===== src/fpr_pkg.sv =====
/*
  Shared constants, state types and mode decoders for the fractional PWM stage.
  Assumes every user of it runs on ref_clk with the active-low reset rst_b.
*/
package fpr_pkg;

  // Widths of the time fields, the phase counter and the frame slot
  localparam int TIME_W = 12;
  localparam int CNT_W = 13;
  localparam int SLOT_W = 4;
  localparam int MODE_W = 4;
  localparam int CMP_W = 16;

  // Fractional divider sits in the top nibble of reset_compare_b
  localparam int FRAC_LSB = 12;
  localparam int FRAC_MSB = 15;

  // Frame and filter sizes
  localparam int FRAME_LEN = 16;
  localparam int FILTER_LEN = 4;
  localparam logic [SLOT_W-1:0] SLOT_LAST = 4'hF;

  // Ramp mode codes on ramp_mode
  localparam logic [1:0] RAMP_ONE = 2'h0;
  localparam logic [1:0] RAMP_TWO = 2'h1;
  localparam logic [1:0] RAMP_FOUR = 2'h2;
  localparam logic [1:0] RAMP_CENTRE = 2'h3;

  // Input mode codes on input_mode_field; other codes neither retrigger nor gate but still enable async kill
  localparam logic [MODE_W-1:0] IMODE_NONE = 4'h0;
  localparam logic [MODE_W-1:0] IMODE_LEVEL_RETRIG = 4'h1;
  localparam logic [MODE_W-1:0] IMODE_LEVEL_FAULT = 4'h4;
  localparam logic [MODE_W-1:0] IMODE_EDGE_RETRIG = 4'h8;

  // Values after reset
  localparam logic [CNT_W-1:0] CNT_RESET = 13'h0000;
  localparam logic [SLOT_W-1:0] SLOT_RESET = 4'h0;

  typedef enum logic [2:0] {
    PH_IDLE,
    PH_DEAD_A,
    PH_ON_A,
    PH_DEAD_B,
    PH_ON_B
  } fpr_phase_t;

  // Input codes whose active edge retriggers the waveform
  function automatic logic fpr_is_retrig(input logic [MODE_W-1:0] mode);
    fpr_is_retrig = (mode == IMODE_LEVEL_RETRIG) || (mode == IMODE_EDGE_RETRIG);
  endfunction : fpr_is_retrig

  // Input codes whose active level holds the owning output off
  function automatic logic fpr_is_gating(input logic [MODE_W-1:0] mode);
    fpr_is_gating = (mode == IMODE_LEVEL_RETRIG) || (mode == IMODE_LEVEL_FAULT);
  endfunction : fpr_is_gating

  // Bit reversal gives the rank of a slot in the spreading order
  function automatic logic [SLOT_W-1:0] fpr_bitrev(input logic [SLOT_W-1:0] v);
    fpr_bitrev = {v[0], v[1], v[2], v[3]};
  endfunction : fpr_bitrev

endpackage : fpr_pkg


===== src/fpr_stage.sv =====
/*
  Dead-time PWM stage with 16-cycle fractional frequency modulation and two
  retrigger or fault input modules, one per sub-cycle.
  Assumes all control inputs are synchronous to ref_clk and held steady by the
  user while a cycle runs; there is no shadow update of the time values.
*/
// Contract
// - Enhanced mode groups cycles into frames of 16 and mixes two base periods.
// - Exactly d cycles per frame get the longer period, spread evenly.
// - Lengthened slots are added in order 0,8,4,12,2,10,6,14,1,9,5,13,3,11,7.
// - A lengthened cycle adds one count during the first-output sub-cycle.
// - Normal cycle lasts sum of both on-times and both dead-times.
// - Two input modules, A and B, each set as retrigger or fault.
// - Centre-aligned mode ignores all retrigger events.
// - Two and four ramp: retrigger ends own sub-cycle, starts the other.
// - One ramp: retrigger on either input restarts the ramp from zero.
// - Input A can end out_a early; none, level or edge, chosen polarity.
// - Input B can end out_b early; none, level or edge, chosen polarity.
// - Each input takes comparator output or external pin as selected.
// - Optional filter needs four stable clocks before retrigger or gating uses the input.
// - Async kill bit lets any active input with a non-zero mode drop its own output without clock.
// - Polarity setting picks the active edge or the active level.
// - Polarity set means rising or high; clear means falling or low.
// - Fractional divider d is bits 15 to 12 of reset_compare_b.
// - Four-bit input mode field; code zero means the input does nothing.
// - Two and four ramp: input A only in A sub-cycle, B only in B.
`timescale 1ns/1ps
module fpr_stage import fpr_pkg::*; (
  // Clock and reset
  input wire logic ref_clk,
  input wire logic rst_b,
  // Run control
  input wire logic run_en,
  input wire logic [1:0] ramp_mode,
  input wire logic enhanced_en,
  // Time values in stage clocks
  input wire logic [TIME_W-1:0] on_time_a,
  input wire logic [TIME_W-1:0] on_time_b,
  input wire logic [TIME_W-1:0] dead_time_a,
  input wire logic [TIME_W-1:0] dead_time_b,
  input wire logic [CMP_W-1:0] reset_compare_b,
  // Input sources, index 0 is input A and index 1 is input B
  input wire logic [1:0] comparator_in,
  input wire logic [1:0] fault_pin,
  // Input configuration, same indexing
  input wire logic [1:0] source_sel,
  input wire logic [1:0] filter_en,
  input wire logic [1:0] input_polarity,
  input wire logic [1:0] async_output_kill,
  input wire logic [MODE_W-1:0] input_mode_field_a,
  input wire logic [MODE_W-1:0] input_mode_field_b,
  // Power switch outputs
  output logic out_a,
  output logic out_b,
  // Status
  output logic cycle_done,
  output logic [SLOT_W-1:0] frame_slot,
  output logic lengthened,
  output logic [1:0] input_active
);

  typedef struct packed {
    fpr_phase_t phase;
    logic [CNT_W-1:0] cnt;
    logic out_a;
    logic out_b;
    logic cycle_done;
    logic [SLOT_W-1:0] slot;
    logic lengthened;
    logic [1:0] in_act;
  } fpr_stage_state_t;

  fpr_stage_state_t st;
  fpr_stage_state_t next_st;

  logic [MODE_W-1:0] mode [2];
  logic [1:0] in_active;
  logic [1:0] in_edge;
  logic [1:0] in_kill;
  logic [1:0] kill_en;
  logic [1:0] window;
  logic [1:0] retrig;
  logic [1:0] gate;
  logic frame_restart;
  logic frame_cycle_end;
  logic [SLOT_W-1:0] slot_now;
  logic lengthen_now;
  logic [CNT_W-1:0] phase_len;
  logic phase_last;
  logic sub_a;
  logic sub_b;

  assign mode[0] = input_mode_field_a;
  assign mode[1] = input_mode_field_b;

  // Input modules, one per sub-cycle
  genvar gi;
  generate
    for (gi = 0; gi < 2; gi++) begin : g_input
      // Async kill only for an input that is given a mode at all
      assign kill_en[gi] = async_output_kill[gi] && (mode[gi] != IMODE_NONE);

      fpr_input u_input (
        .ref_clk(ref_clk),
        .rst_b(rst_b),
        .comparator_in(comparator_in[gi]),
        .fault_pin(fault_pin[gi]),
        .source_sel(source_sel[gi]),
        .filter_en(filter_en[gi]),
        .input_polarity(input_polarity[gi]),
        .kill_en(kill_en[gi]),
        .active(in_active[gi]),
        .active_edge(in_edge[gi]),
        .kill_now(in_kill[gi])
      );
    end
  endgenerate

  fpr_frame u_frame (
    .ref_clk(ref_clk),
    .rst_b(rst_b),
    .restart(frame_restart),
    .cycle_end(frame_cycle_end),
    .enhanced_en(enhanced_en),
    .frac_d(reset_compare_b[FRAC_MSB:FRAC_LSB]),
    .slot(slot_now),
    .lengthen(lengthen_now)
  );

  assign sub_a = (st.phase == PH_DEAD_A) || (st.phase == PH_ON_A);
  assign sub_b = (st.phase == PH_DEAD_B) || (st.phase == PH_ON_B);

  // One ramp honours inputs over the whole ramp
  assign window[0] = (ramp_mode == RAMP_ONE) || sub_a;
  assign window[1] = (ramp_mode == RAMP_ONE) || sub_b;

  generate
    for (gi = 0; gi < 2; gi++) begin : g_event
      assign retrig[gi] = in_edge[gi] && fpr_is_retrig(mode[gi]) && window[gi]
                          && (ramp_mode != RAMP_CENTRE);
      assign gate[gi] = in_active[gi] && fpr_is_gating(mode[gi]);
    end
  endgenerate

  // Length of the running phase; the extra count goes into on_time_a
  always_comb begin
    case (st.phase)
      PH_DEAD_A: phase_len = {1'b0, dead_time_a};
      PH_ON_A: phase_len = {1'b0, on_time_a} + {12'h000, lengthen_now};
      PH_DEAD_B: phase_len = {1'b0, dead_time_b};
      PH_ON_B: phase_len = {1'b0, on_time_b};
      default: phase_len = CNT_RESET;
    endcase
  end

  // A zero-length phase still takes one clock
  assign phase_last = (phase_len == CNT_RESET) || (st.cnt == phase_len - 13'h0001);

  always_comb begin
    next_st = st;
    next_st.cycle_done = 1'b0;
    frame_restart = 1'b0;
    if (!run_en) begin
      next_st.phase = PH_IDLE;
      next_st.cnt = CNT_RESET;
      frame_restart = 1'b1;
    end else begin
      if (st.phase == PH_IDLE) begin
        next_st.phase = PH_DEAD_A;
        next_st.cnt = CNT_RESET;
      end else if (phase_last) begin
        next_st.cnt = CNT_RESET;
        case (st.phase)
          PH_DEAD_A: next_st.phase = PH_ON_A;
          PH_ON_A: next_st.phase = PH_DEAD_B;
          PH_DEAD_B: next_st.phase = PH_ON_B;
          PH_ON_B: begin
            next_st.phase = PH_DEAD_A;
            next_st.cycle_done = 1'b1;
          end
          default: next_st.phase = PH_IDLE;
        endcase
      end else begin
        next_st.cnt = st.cnt + 13'h0001;
      end
      // Retrigger overrides the normal timing step
      if (st.phase != PH_IDLE) begin
        if (ramp_mode == RAMP_ONE) begin
          if (retrig != 2'b00) begin
            next_st.phase = PH_DEAD_A;
            next_st.cnt = CNT_RESET;
            next_st.cycle_done = 1'b0;
          end
        end else if (retrig[0]) begin
          next_st.phase = PH_DEAD_B;
          next_st.cnt = CNT_RESET;
          next_st.cycle_done = 1'b0;
        end else if (retrig[1]) begin
          next_st.phase = PH_DEAD_A;
          next_st.cnt = CNT_RESET;
          next_st.cycle_done = 1'b1;
        end
      end
    end
    // Outputs follow the phase they enter, held off by a gating input
    next_st.out_a = (next_st.phase == PH_ON_A) && !gate[0];
    next_st.out_b = (next_st.phase == PH_ON_B) && !gate[1];
    next_st.slot = slot_now;
    next_st.lengthened = lengthen_now;
    next_st.in_act = in_active;
  end

  assign frame_cycle_end = next_st.cycle_done;

  always_ff @(posedge ref_clk or negedge rst_b) begin
    if (!rst_b) begin
      st <= '0;
    end else begin
      st <= next_st;
    end
  end

  // The unclocked kill must not wait for an edge, so it gates the flop here
  assign out_a = st.out_a && !in_kill[0];
  assign out_b = st.out_b && !in_kill[1];
  assign cycle_done = st.cycle_done;
  assign frame_slot = st.slot;
  assign lengthened = st.lengthened;
  assign input_active = st.in_act;

endmodule : fpr_stage


===== src/fpr_input.sv =====
/*
  One input module: source select, polarity, optional 4-sample filter and edge detect.
  Assumes comparator and pin inputs are already synchronous to ref_clk.
*/
`timescale 1ns/1ps
module fpr_input import fpr_pkg::*; (
  // Clock and reset
  input wire logic ref_clk,
  input wire logic rst_b,
  // Sources
  input wire logic comparator_in,
  input wire logic fault_pin,
  // Configuration
  input wire logic source_sel,
  input wire logic filter_en,
  input wire logic input_polarity,
  input wire logic kill_en,
  // Results
  output logic active,
  output logic active_edge,
  output logic kill_now
);

  typedef struct packed {
    logic [FILTER_LEN-1:0] hist;
    logic filt;
    logic edge_p;
  } fpr_in_state_t;

  fpr_in_state_t st;
  fpr_in_state_t next_st;
  logic raw;
  logic polar;

  // Pin when source_sel is set, comparator otherwise
  assign raw = source_sel ? fault_pin : comparator_in;
  // Set polarity means high or rising is active
  assign polar = input_polarity ? raw : ~raw;
  // Unclocked path so a stopped clock cannot hold the outputs on
  assign kill_now = kill_en & polar;

  always_comb begin
    next_st = st;
    next_st.hist = {st.hist[FILTER_LEN-2:0], polar};
    if (!filter_en) begin
      next_st.filt = polar;
    end else if (next_st.hist == '1) begin
      next_st.filt = 1'b1;
    end else if (next_st.hist == '0) begin
      next_st.filt = 1'b0;
    end
    next_st.edge_p = next_st.filt & ~st.filt;
  end

  always_ff @(posedge ref_clk or negedge rst_b) begin
    if (!rst_b) begin
      st <= '0;
    end else begin
      st <= next_st;
    end
  end

  assign active = st.filt;
  assign active_edge = st.edge_p;

endmodule : fpr_input


===== src/fpr_frame.sv =====
/*
  Frame slot counter and lengthen decision for the enhanced resolution mode.
  Assumes cycle_end is a one-cycle pulse at the wrap of each complete waveform.
*/
`timescale 1ns/1ps
module fpr_frame import fpr_pkg::*; (
  // Clock and reset
  input wire logic ref_clk,
  input wire logic rst_b,
  // Control
  input wire logic restart,
  input wire logic cycle_end,
  input wire logic enhanced_en,
  input wire logic [SLOT_W-1:0] frac_d,
  // Results
  output logic [SLOT_W-1:0] slot,
  output logic lengthen
);

  typedef struct packed {
    logic [SLOT_W-1:0] slot;
    logic lengthen;
  } fpr_frame_state_t;

  fpr_frame_state_t st;
  fpr_frame_state_t next_st;

  always_comb begin
    next_st = st;
    if (restart) begin
      next_st.slot = SLOT_RESET;
    end else if (cycle_end) begin
      next_st.slot = st.slot + 4'h1;
    end
    // Slot rank below d lengthens; d of zero lengthens nothing
    next_st.lengthen = enhanced_en && (fpr_bitrev(next_st.slot) < frac_d);
  end

  always_ff @(posedge ref_clk or negedge rst_b) begin
    if (!rst_b) begin
      st <= '0;
    end else begin
      st <= next_st;
    end
  end

  assign slot = st.slot;
  assign lengthen = st.lengthen;

endmodule : fpr_frame


===== config.mk =====
export PLATFORM = sky130hd
export DESIGN_NAME = fpr_stage
export DESIGN_NICKNAME = d
export VERILOG_FILES = /design/src/fpr_pkg.sv /design/src/fpr_stage.sv /design/src/fpr_input.sv /design/src/fpr_frame.sv
export SDC_FILE = /design/constraint.sdc
export NUM_CORES = 1
export LEC_CHECK = 0
export BUFFER_PORTS_ARGS = -buffer_cell sky130_fd_sc_hd__buf_2
export CELL_PAD_IN_SITES_DETAIL_PLACEMENT = 0
export CELL_PAD_IN_SITES_GLOBAL_PLACEMENT = 1
export CORE_MARGIN = 2
export CORE_UTILIZATION = 35
export CTS_CLUSTER_SIZE = 28
export DETAILED_ROUTE_END_ITERATION = 10
export PLACE_DENSITY = 0.84
export SYNTH_ARGS = -nofsm -noshare
export SYNTH_HDL_FRONTEND = slang
export SYNTH_HIERARCHICAL = 1
export SYNTH_SLANG_ARGS = --single-unit
export TNS_END_PERCENT = 10

===== constraint.sdc =====
create_clock -name ref_clk -period 12.42 [get_ports ref_clk]
set_input_delay 2.484 -clock ref_clk [delete_from_list [all_inputs] [get_ports ref_clk]]
set_output_delay 2.484 -clock ref_clk [all_outputs]
set_load 0.05 [all_outputs]

==> results of run 1 <==
==> final cells by class <==
type	count	area, um^2	area share, %
Clock buffer	7	86.33	2.253
Clock inverter	1	30.03	0.7835
Inverter	15	56.30	1.469
Multi-Input combinational cell	275	2052	53.54
Sequential cell	41	1026	26.77
Tap cell	111	138.9	3.624
Timing Repair Buffer	88	442.9	11.56
==> power groups by stage <==
stage	Clock, mW	Sequential [mW]	Combinational (mW)
3_5_place_dp	0	0.151	0.0745
3_3_place_gp	0	0.150	0.0727
2_1_floorplan	0	0.149	0.0493
4_1_cts	0.115	0.148	0.0747
5_1_grt	0.121	0.149	0.0819
6_report	0.112	0.148	0.0742
==> worst max-delay path, delay by kind of cell <==
kind,cells,cell delay [ps]
AND/OR/NAND/NOR,7,1770
adder cells (fa/ha/maj),4,970
buffers and inverters,3,280
AO/OA/AOI/OAI,8,1780
XOR/XNOR,2,260
==> registers in the layout, indices dropped and copies added (netlist names) <==
signal and count:
u_frame/lengthen 1, lengthened 1, g_input.u_input/next_st 6, cycle_done 1, frame_slot 4, u_frame/slot 4, input_active 2, st 18
g_input.u_input/active 2, g_input.u_input/active_edge 2
==> logic make-up (layout without fill, tap and decap cells) <==
logic type / after synthesis / count (layout) / share of synthesized area [%]
AND/OR/NAND/NOR: 139 / 139 / 25.43
AO/OA/AOI/OAI: 72 / 72 / 18.08
XOR/XNOR: 39 / 39 / 11.24
buffers and inverters: 30 / 111 / 4.945
flip-flops: 41 / 41 / 31.68
adder cells (fa/ha/maj): 9 / 9 / 3.478
multiplexers: 16 / 16 / 5.139
==> cell usage after synthesis, drive strengths merged (4+ instances only) <==
master | number | area [um^2]
mux2i | 14 | 140.1
nand2 | 19 | 71.32
or4 | 4 | 30.03
ha | 9 | 112.6
xor2 | 22 | 207.7
nor2b | 9 | 63.81
a31oi | 4 | 25.02
dfrtp | 41 | 1026
o211ai | 4 | 30.03
and3 | 9 | 61.31
a21oi | 10 | 50.05
inv | 15 | 56.30
buf | 14 | 100.1
a2bb2oi | 6 | 65.06
and2 | 6 | 40.03
nor3b | 6 | 70.07
nor4 | 4 | 25.02
nand4 | 8 | 50.05
o31ai | 4 | 30.03
nand3 | 16 | 95.09
or3 | 4 | 30.03
nor2 | 32 | 120.1
o21ai | 12 | 63.81
nor4b | 4 | 47.55
xnor2 | 17 | 156.4
nor3 | 8 | 45.04
a22oi | 4 | 30.03
==> metal layers <==
metal / track usage, % / up-vias / wire length [um]
li1: - / 1435 / -
met1: 21.23 / 1356 / 3573
met2: 29.48 / 77 / 3909
met3: 4.596 / 5 / 605
met4: 4.531 / 0 / 70
met5: 0 / - / 0
==> through the flow <==
stage / hold WS, ps / setup slack [ps] / instance area [um^2]
after floorplan: 357.4 / 5632 / 3238
after global placement: 380.3 / 4745 / 3716
after detailed placement: 381.8 / 4692 / 3716
after CTS: 400.4 / 4987 / 3832
after global routing: 410.3 / 4544 / 3832
final: 399.9 / 5031 / 3832
==> final timing paths <==
kind	startpoint	end	slack (ps)	cells after the start
worst max-delay path	on_time_a[0]	u_frame/lengthen	5030	24
worst min-delay path	u_frame/lengthen	lengthened	400	0
worst max register to register	st[24]	u_frame/lengthen	6470	22
worst min register to register	u_frame/lengthen	lengthened	400	0
max in group asynchronous	rst_b	st[23]	9530	1
min in group asynchronous	rst_b	st[22]	2300	1
==> cell usage in the layout, fill, tap and decap left out, drive strengths merged, types with 4 or more instances in the layout <==
cell type and n:
and2 6, nor4 4, o31ai 4, nor4b 4, clkbuf 7, a21oi 10
nor2 32, o21ai 12, o211ai 4, a22oi 4, nand2 19, or4 4
xnor2 17, buf 88, nor3b 6, or3 4, nand3 16, a2bb2oi 6
nor3 8, and3 9, mux2i 14, dfrtp 41, ha 9, nor2b 9
nand4 8, a31oi 4, xor2 22, inv 15
==> flow_summary.json, run 1 <==
{
  "antenna_cells": 0,
  "drive_above_1_share_pct": 29.98,
  "critPathMaxStageDelay_ps": 680,
  "pwr-share-seq_pct": 44.2,
  "grtUsageTotal_pct": 17.13,
  "critPathLaunchType": "primary input",
  "synth_edf_count": 0,
  "clockBufferDepth": 2,
  "cp_max_fo": 7,
  "core_mm2": 0.009109,
  "portBuffers": 87,
  "drc": 0,
  "cts.clk_slew.worst_paths_ps": 70,
  "maxSlewViolCount": 0,
  "grt_start_max_net_pins": 42,
  "synth_nets": 445,
  "slew_headroom_pct": 38.83,
  "crit_chain": "buf_2 -> ha_1 -> ha_1 -> a22oi_1 -> o21ai_1 -> inv_1 -> ha_1 -> inv_1 -> a221o_1 -> nor2_1 -> nor4b_2 -> and2_1 -> xnor2_1 -> a211o_1 -> a221oi_4 -> a21oi_1 -> nor4_1 -> nand2_1 -> xor2_1 -> nor2_1 -> ha_1 -> nor2_1 -> o211ai_1 -> o21ai_2",
  "min_period_ps": 7389,
  "vias_per_cell": 5.340,
  "area_growth_pct": 18.35,
  "cts.sinks": 41,
  "p_per_area_mw_per_mm2": 87.21,
  "die_area_mm2": 0.01004,
  "cts_resized": 0,
  "max-vdd-ir-drop_v": 0.00004906,
  "synth.distinct_cells": 71,
  "pwr-share-comb_pct": 22.2,
  "p_sw_mw": 0.09585,
  "htreeDepth": 2,
  "wl_per_cell_um": 15.16,
  "crit_top_cell": "ha_1",
  "cp.required_ps": 12600,
  "cts_root_buf": "clkbuf_8",
  "p_clk_share_pct": 33.6,
  "yosysSeqAreaShare_pct": 31.68,
  "rsz0062_at_grt": "no",
  "yosys_warnings": 6,
  "hp-class": "reg2reg",
  "cp-end-kind": "flop",
  "ioPinCount": 100,
  "hpwlAfterDp_um": 6541,
  "slowest_stage": "nor4_1",
  "cts_tree": "yes",
  "dp_cells": 530,
  "fillers": 924,
  "ys_ff_latch": 41,
  "clk_latency_ps": 300,
  "setup_viol": 0,
  "worst_pin_slew_ps": 917.6,
  "grt_pass1_vias": 2991,
  "die_y_um": 100.2,
  "leakagePower_nw": 1.735,
  "grt_pass1_wl_um": 13840,
  "dr.first_iter.drc_count": 106,
  "antenna_found_initial": 0,
  "outcome": "complete, no violations",
  "gp_congestion": 0.8145,
  "synth_area_mm2": 0.003238,
  "power_mw": 0.3342,
  "fin_util_pct": 42.07,
  "setup_tns_ps": 0,
  "drt_pre_antenna_iters": 4,
  "clock.fmax_ghz": 0.1353,
  "holdBufCountCts": 0,
  "ys_async_sr_fraction_pct": 100.0,
  "postRouteAntennaNets": 0,
  "synth_top_flop_cell": "dfrtp_1",
  "vias": 2873,
  "initial_core_util_pct": 35.55,
  "fin_crit_sh_pct": 59.49,
  "nets": 525,
  "intPower_mw": 0.2384,
  "cts_setup_buffers": 0,
  "row_count": 35,
  "maxCapViolations": 0,
  "switching_share_pct": 28.68,
  "fin_skew_ps": 9.461,
  "hold_violations": 0,
  "wirelength_um": 8158,
  "crit_type": "in2reg",
  "grt_remaining_overflow": 0,
  "finalNonFillerCells": 538,
  "die_x_um": 100.2,
  "syn_area_per_cell_um2": 9.359,
  "cts_buffers": 5,
  "synth_cells": 346,
  "critPathArrivalTime_ps": 7560
}
No activity file was read; power rests on OpenSTA's default activity.
==> inputs of run 2 (changes only) <==
Clock period 12.42 ns to 7.4 ns, I/O delays scaled along.
==> run 2 against run 1 <==
Net effect: core utilization increased by 0.27 points; cell area grew 0.65%; clock power is 91% higher; combinational power is 68% higher; first-iteration DRC count increased by 42%; count of clock-buffer cells in the layout decreased by 2; routed wire length is essentially flat; via count grew 2.0%; worst hold slack worse by 4.7 ps; final cell count up 0.19%; critical path depth did not move; largest power group unchanged.
==> flow_summary.json, run 2 (synthesized netlist as in run 1, its figures left out) <==
{
  "setup_tns_ps": 0,
  "outcome": "complete, no violations",
  "critPathMaxStageDelay_ps": 460,
  "slowest_stage": "a221oi_4",
  "hp-class": "reg2reg",
  "setup_viol": 0,
  "clk_latency_ps": 300,
  "die_y_um": 100.2,
  "critPathLaunchType": "primary input",
  "crit_chain": "buf_2 -> ha_1 -> ha_1 -> a22oi_1 -> o21ai_1 -> inv_1 -> ha_1 -> inv_1 -> a221o_1 -> nor2_1 -> nor4b_2 -> and2_1 -> xnor2_1 -> a211o_1 -> a221oi_4 -> a21oi_1 -> nor4_1 -> buf_4 -> mux2i_1 -> nor2_1 -> ha_1 -> nand2_1 -> o211ai_1 -> o21ai_2",
  "crit_buf_inv": 4,
  "grt_pass1_wl_um": 13790,
  "dp_slack_ps": 1202,
  "hold_violations": 0,
  "cts_buffers": 5,
  "dr.first_iter.drc_count": 151,
  "cts_tree": "yes",
  "drc": 0,
  "leakagePower_nw": 1.750,
  "max-vdd-ir-drop_v": 0.00006758,
  "finalNonFillerCells": 539,
  "antenna_found_initial": 0,
  "p_per_area_mw_per_mm2": 152.0,
  "cp-end-kind": "flop",
  "wl_per_cell_um": 15.13,
  "drive_above_1_share_pct": 30.37,
  "critPathTopFamily": "compound AO/OA/AOI/OAI gates",
  "grt_start_max_net_pins": 42,
  "place_area_mm2": 0.003724,
  "clock.fmax_ghz": 0.1699,
  "cp.required_ps": 7580,
  "crit_type": "in2reg",
  "cp_max_fo": 7,
  "portBuffers": 87,
  "cts_setup_buffers": 0,
  "critPathArrivalTime_ps": 6070,
  "fin_crit_sh_pct": 79.52,
  "min_period_ps": 5884,
  "hpwlAfterDp_um": 6567,
  "regMostFlops": "st",
  "holdBufCountCts": 0,
  "largest_reg_flops": 18,
  "maxCapViolations": 0,
  "crit_top_cell": "ha_1",
  "antenna_cells": 0,
  "drt_pre_antenna_iters": 5,
  "cts_root_buf": "clkbuf_8",
  "area_growth_pct": 19.13,
  "grt_pass1_vias": 2888,
  "row_count": 35,
  "worst_pin_slew_ps": 933.7,
  "nets": 526,
  "ioPinCount": 100,
  "vias_per_cell": 5.438,
  "wirelength_um": 8153,
  "rsz0062_at_grt": "no",
  "clockBufferDepth": 2,
  "fin_ws_ps": 1516,
  "grt_remaining_overflow": 0,
  "initial_core_util_pct": 35.55,
  "cts.sinks": 41,
  "grtUsageTotal_pct": 17.16,
  "cts_resized": 0,
  "core_mm2": 0.009109,
  "vias": 2931,
  "postRouteAntennaNets": 0,
  "final_common_cell": "buf_2",
  "final_cell_mix": "buf_2 (87), dfrtp_1 (41), nor2_1 (32), xor2_1 (20), nand2_1 (19)",
  "die_area_mm2": 0.01004,
  "die_x_um": 100.2,
  "fin_area_mm2": 0.003857,
  "fin_skew_ps": 10.06,
  "dp_cells": 531,
  "cts.clk_slew.worst_paths_ps": 70,
  "htreeDepth": 2,
  "gp_congestion": 0.8143,
  "slew_headroom_pct": 37.75,
  "maxSlewViolCount": 0
}
-- run 2: stage by stage --
stage / utilization [%] / total power [mW] / hold WS, ps
global placement: 40.88 / 0.3741 / 382.1
CTS: 42.35 / 0.5939 / 405.5
finish: 42.35 / 0.5865 / 395.2
detailed placement: 40.88 / 0.3778 / 386.0
floorplan: - / 0.3329 / 357.4
global route: 42.35 / 0.6200 / 416.3
-- run 2: area by class of cell --
| cell class | count | area (um^2) |
|---|---|---|
| Fill cell | 915 | 5251 |
| Multi-Input combinational cell | 275 | 2052 |
| Sequential cell | 41 | 1026 |
| Timing Repair Buffer | 89 | 450.4 |
| Tap cell | 111 | 138.9 |
| Clock buffer | 5 | 68.82 |
| Clock inverter | 3 | 65.06 |
| Inverter | 15 | 56.30 |
-- run 2: path summary, 6_finish.rpt --
path / from / slack, ps / endpoint / depth (start not counted)
setup / recovery: on_time_a[0] / 1520 / u_frame/lengthen / 24
hold / removal: u_frame/lengthen / 400 / lengthened / 0
setup reg to reg: st[24] / 1950 / u_frame/lengthen / 22
hold reg to reg: u_frame/lengthen / 400 / lengthened / 0
max in group asynchronous: rst_b / 5500 / g_input[0].u_input/active / 1
min in group asynchronous: rst_b / 1310 / st[21] / 1
-- run 2: layer usage --
layer / wire [um] / global-route usage [%] / vias to the layer above
met3: 591 / 3.969 / 12
met5: 0 / 0 / -
met2: 3826 / 28.60 / 108
met4: 123 / 5.690 / 0
met1: 3611 / 21.99 / 1380
li1: - / - / 1431
-- run 2: power breakdown --
group	total, mW	switching, mW	internal (mW)	leakage [nW]
clock	0.214	0.0797	0.134	0.0681
combinational	0.125	0.0711	0.0537	1.14
sequential	0.248	0.0117	0.236	0.541
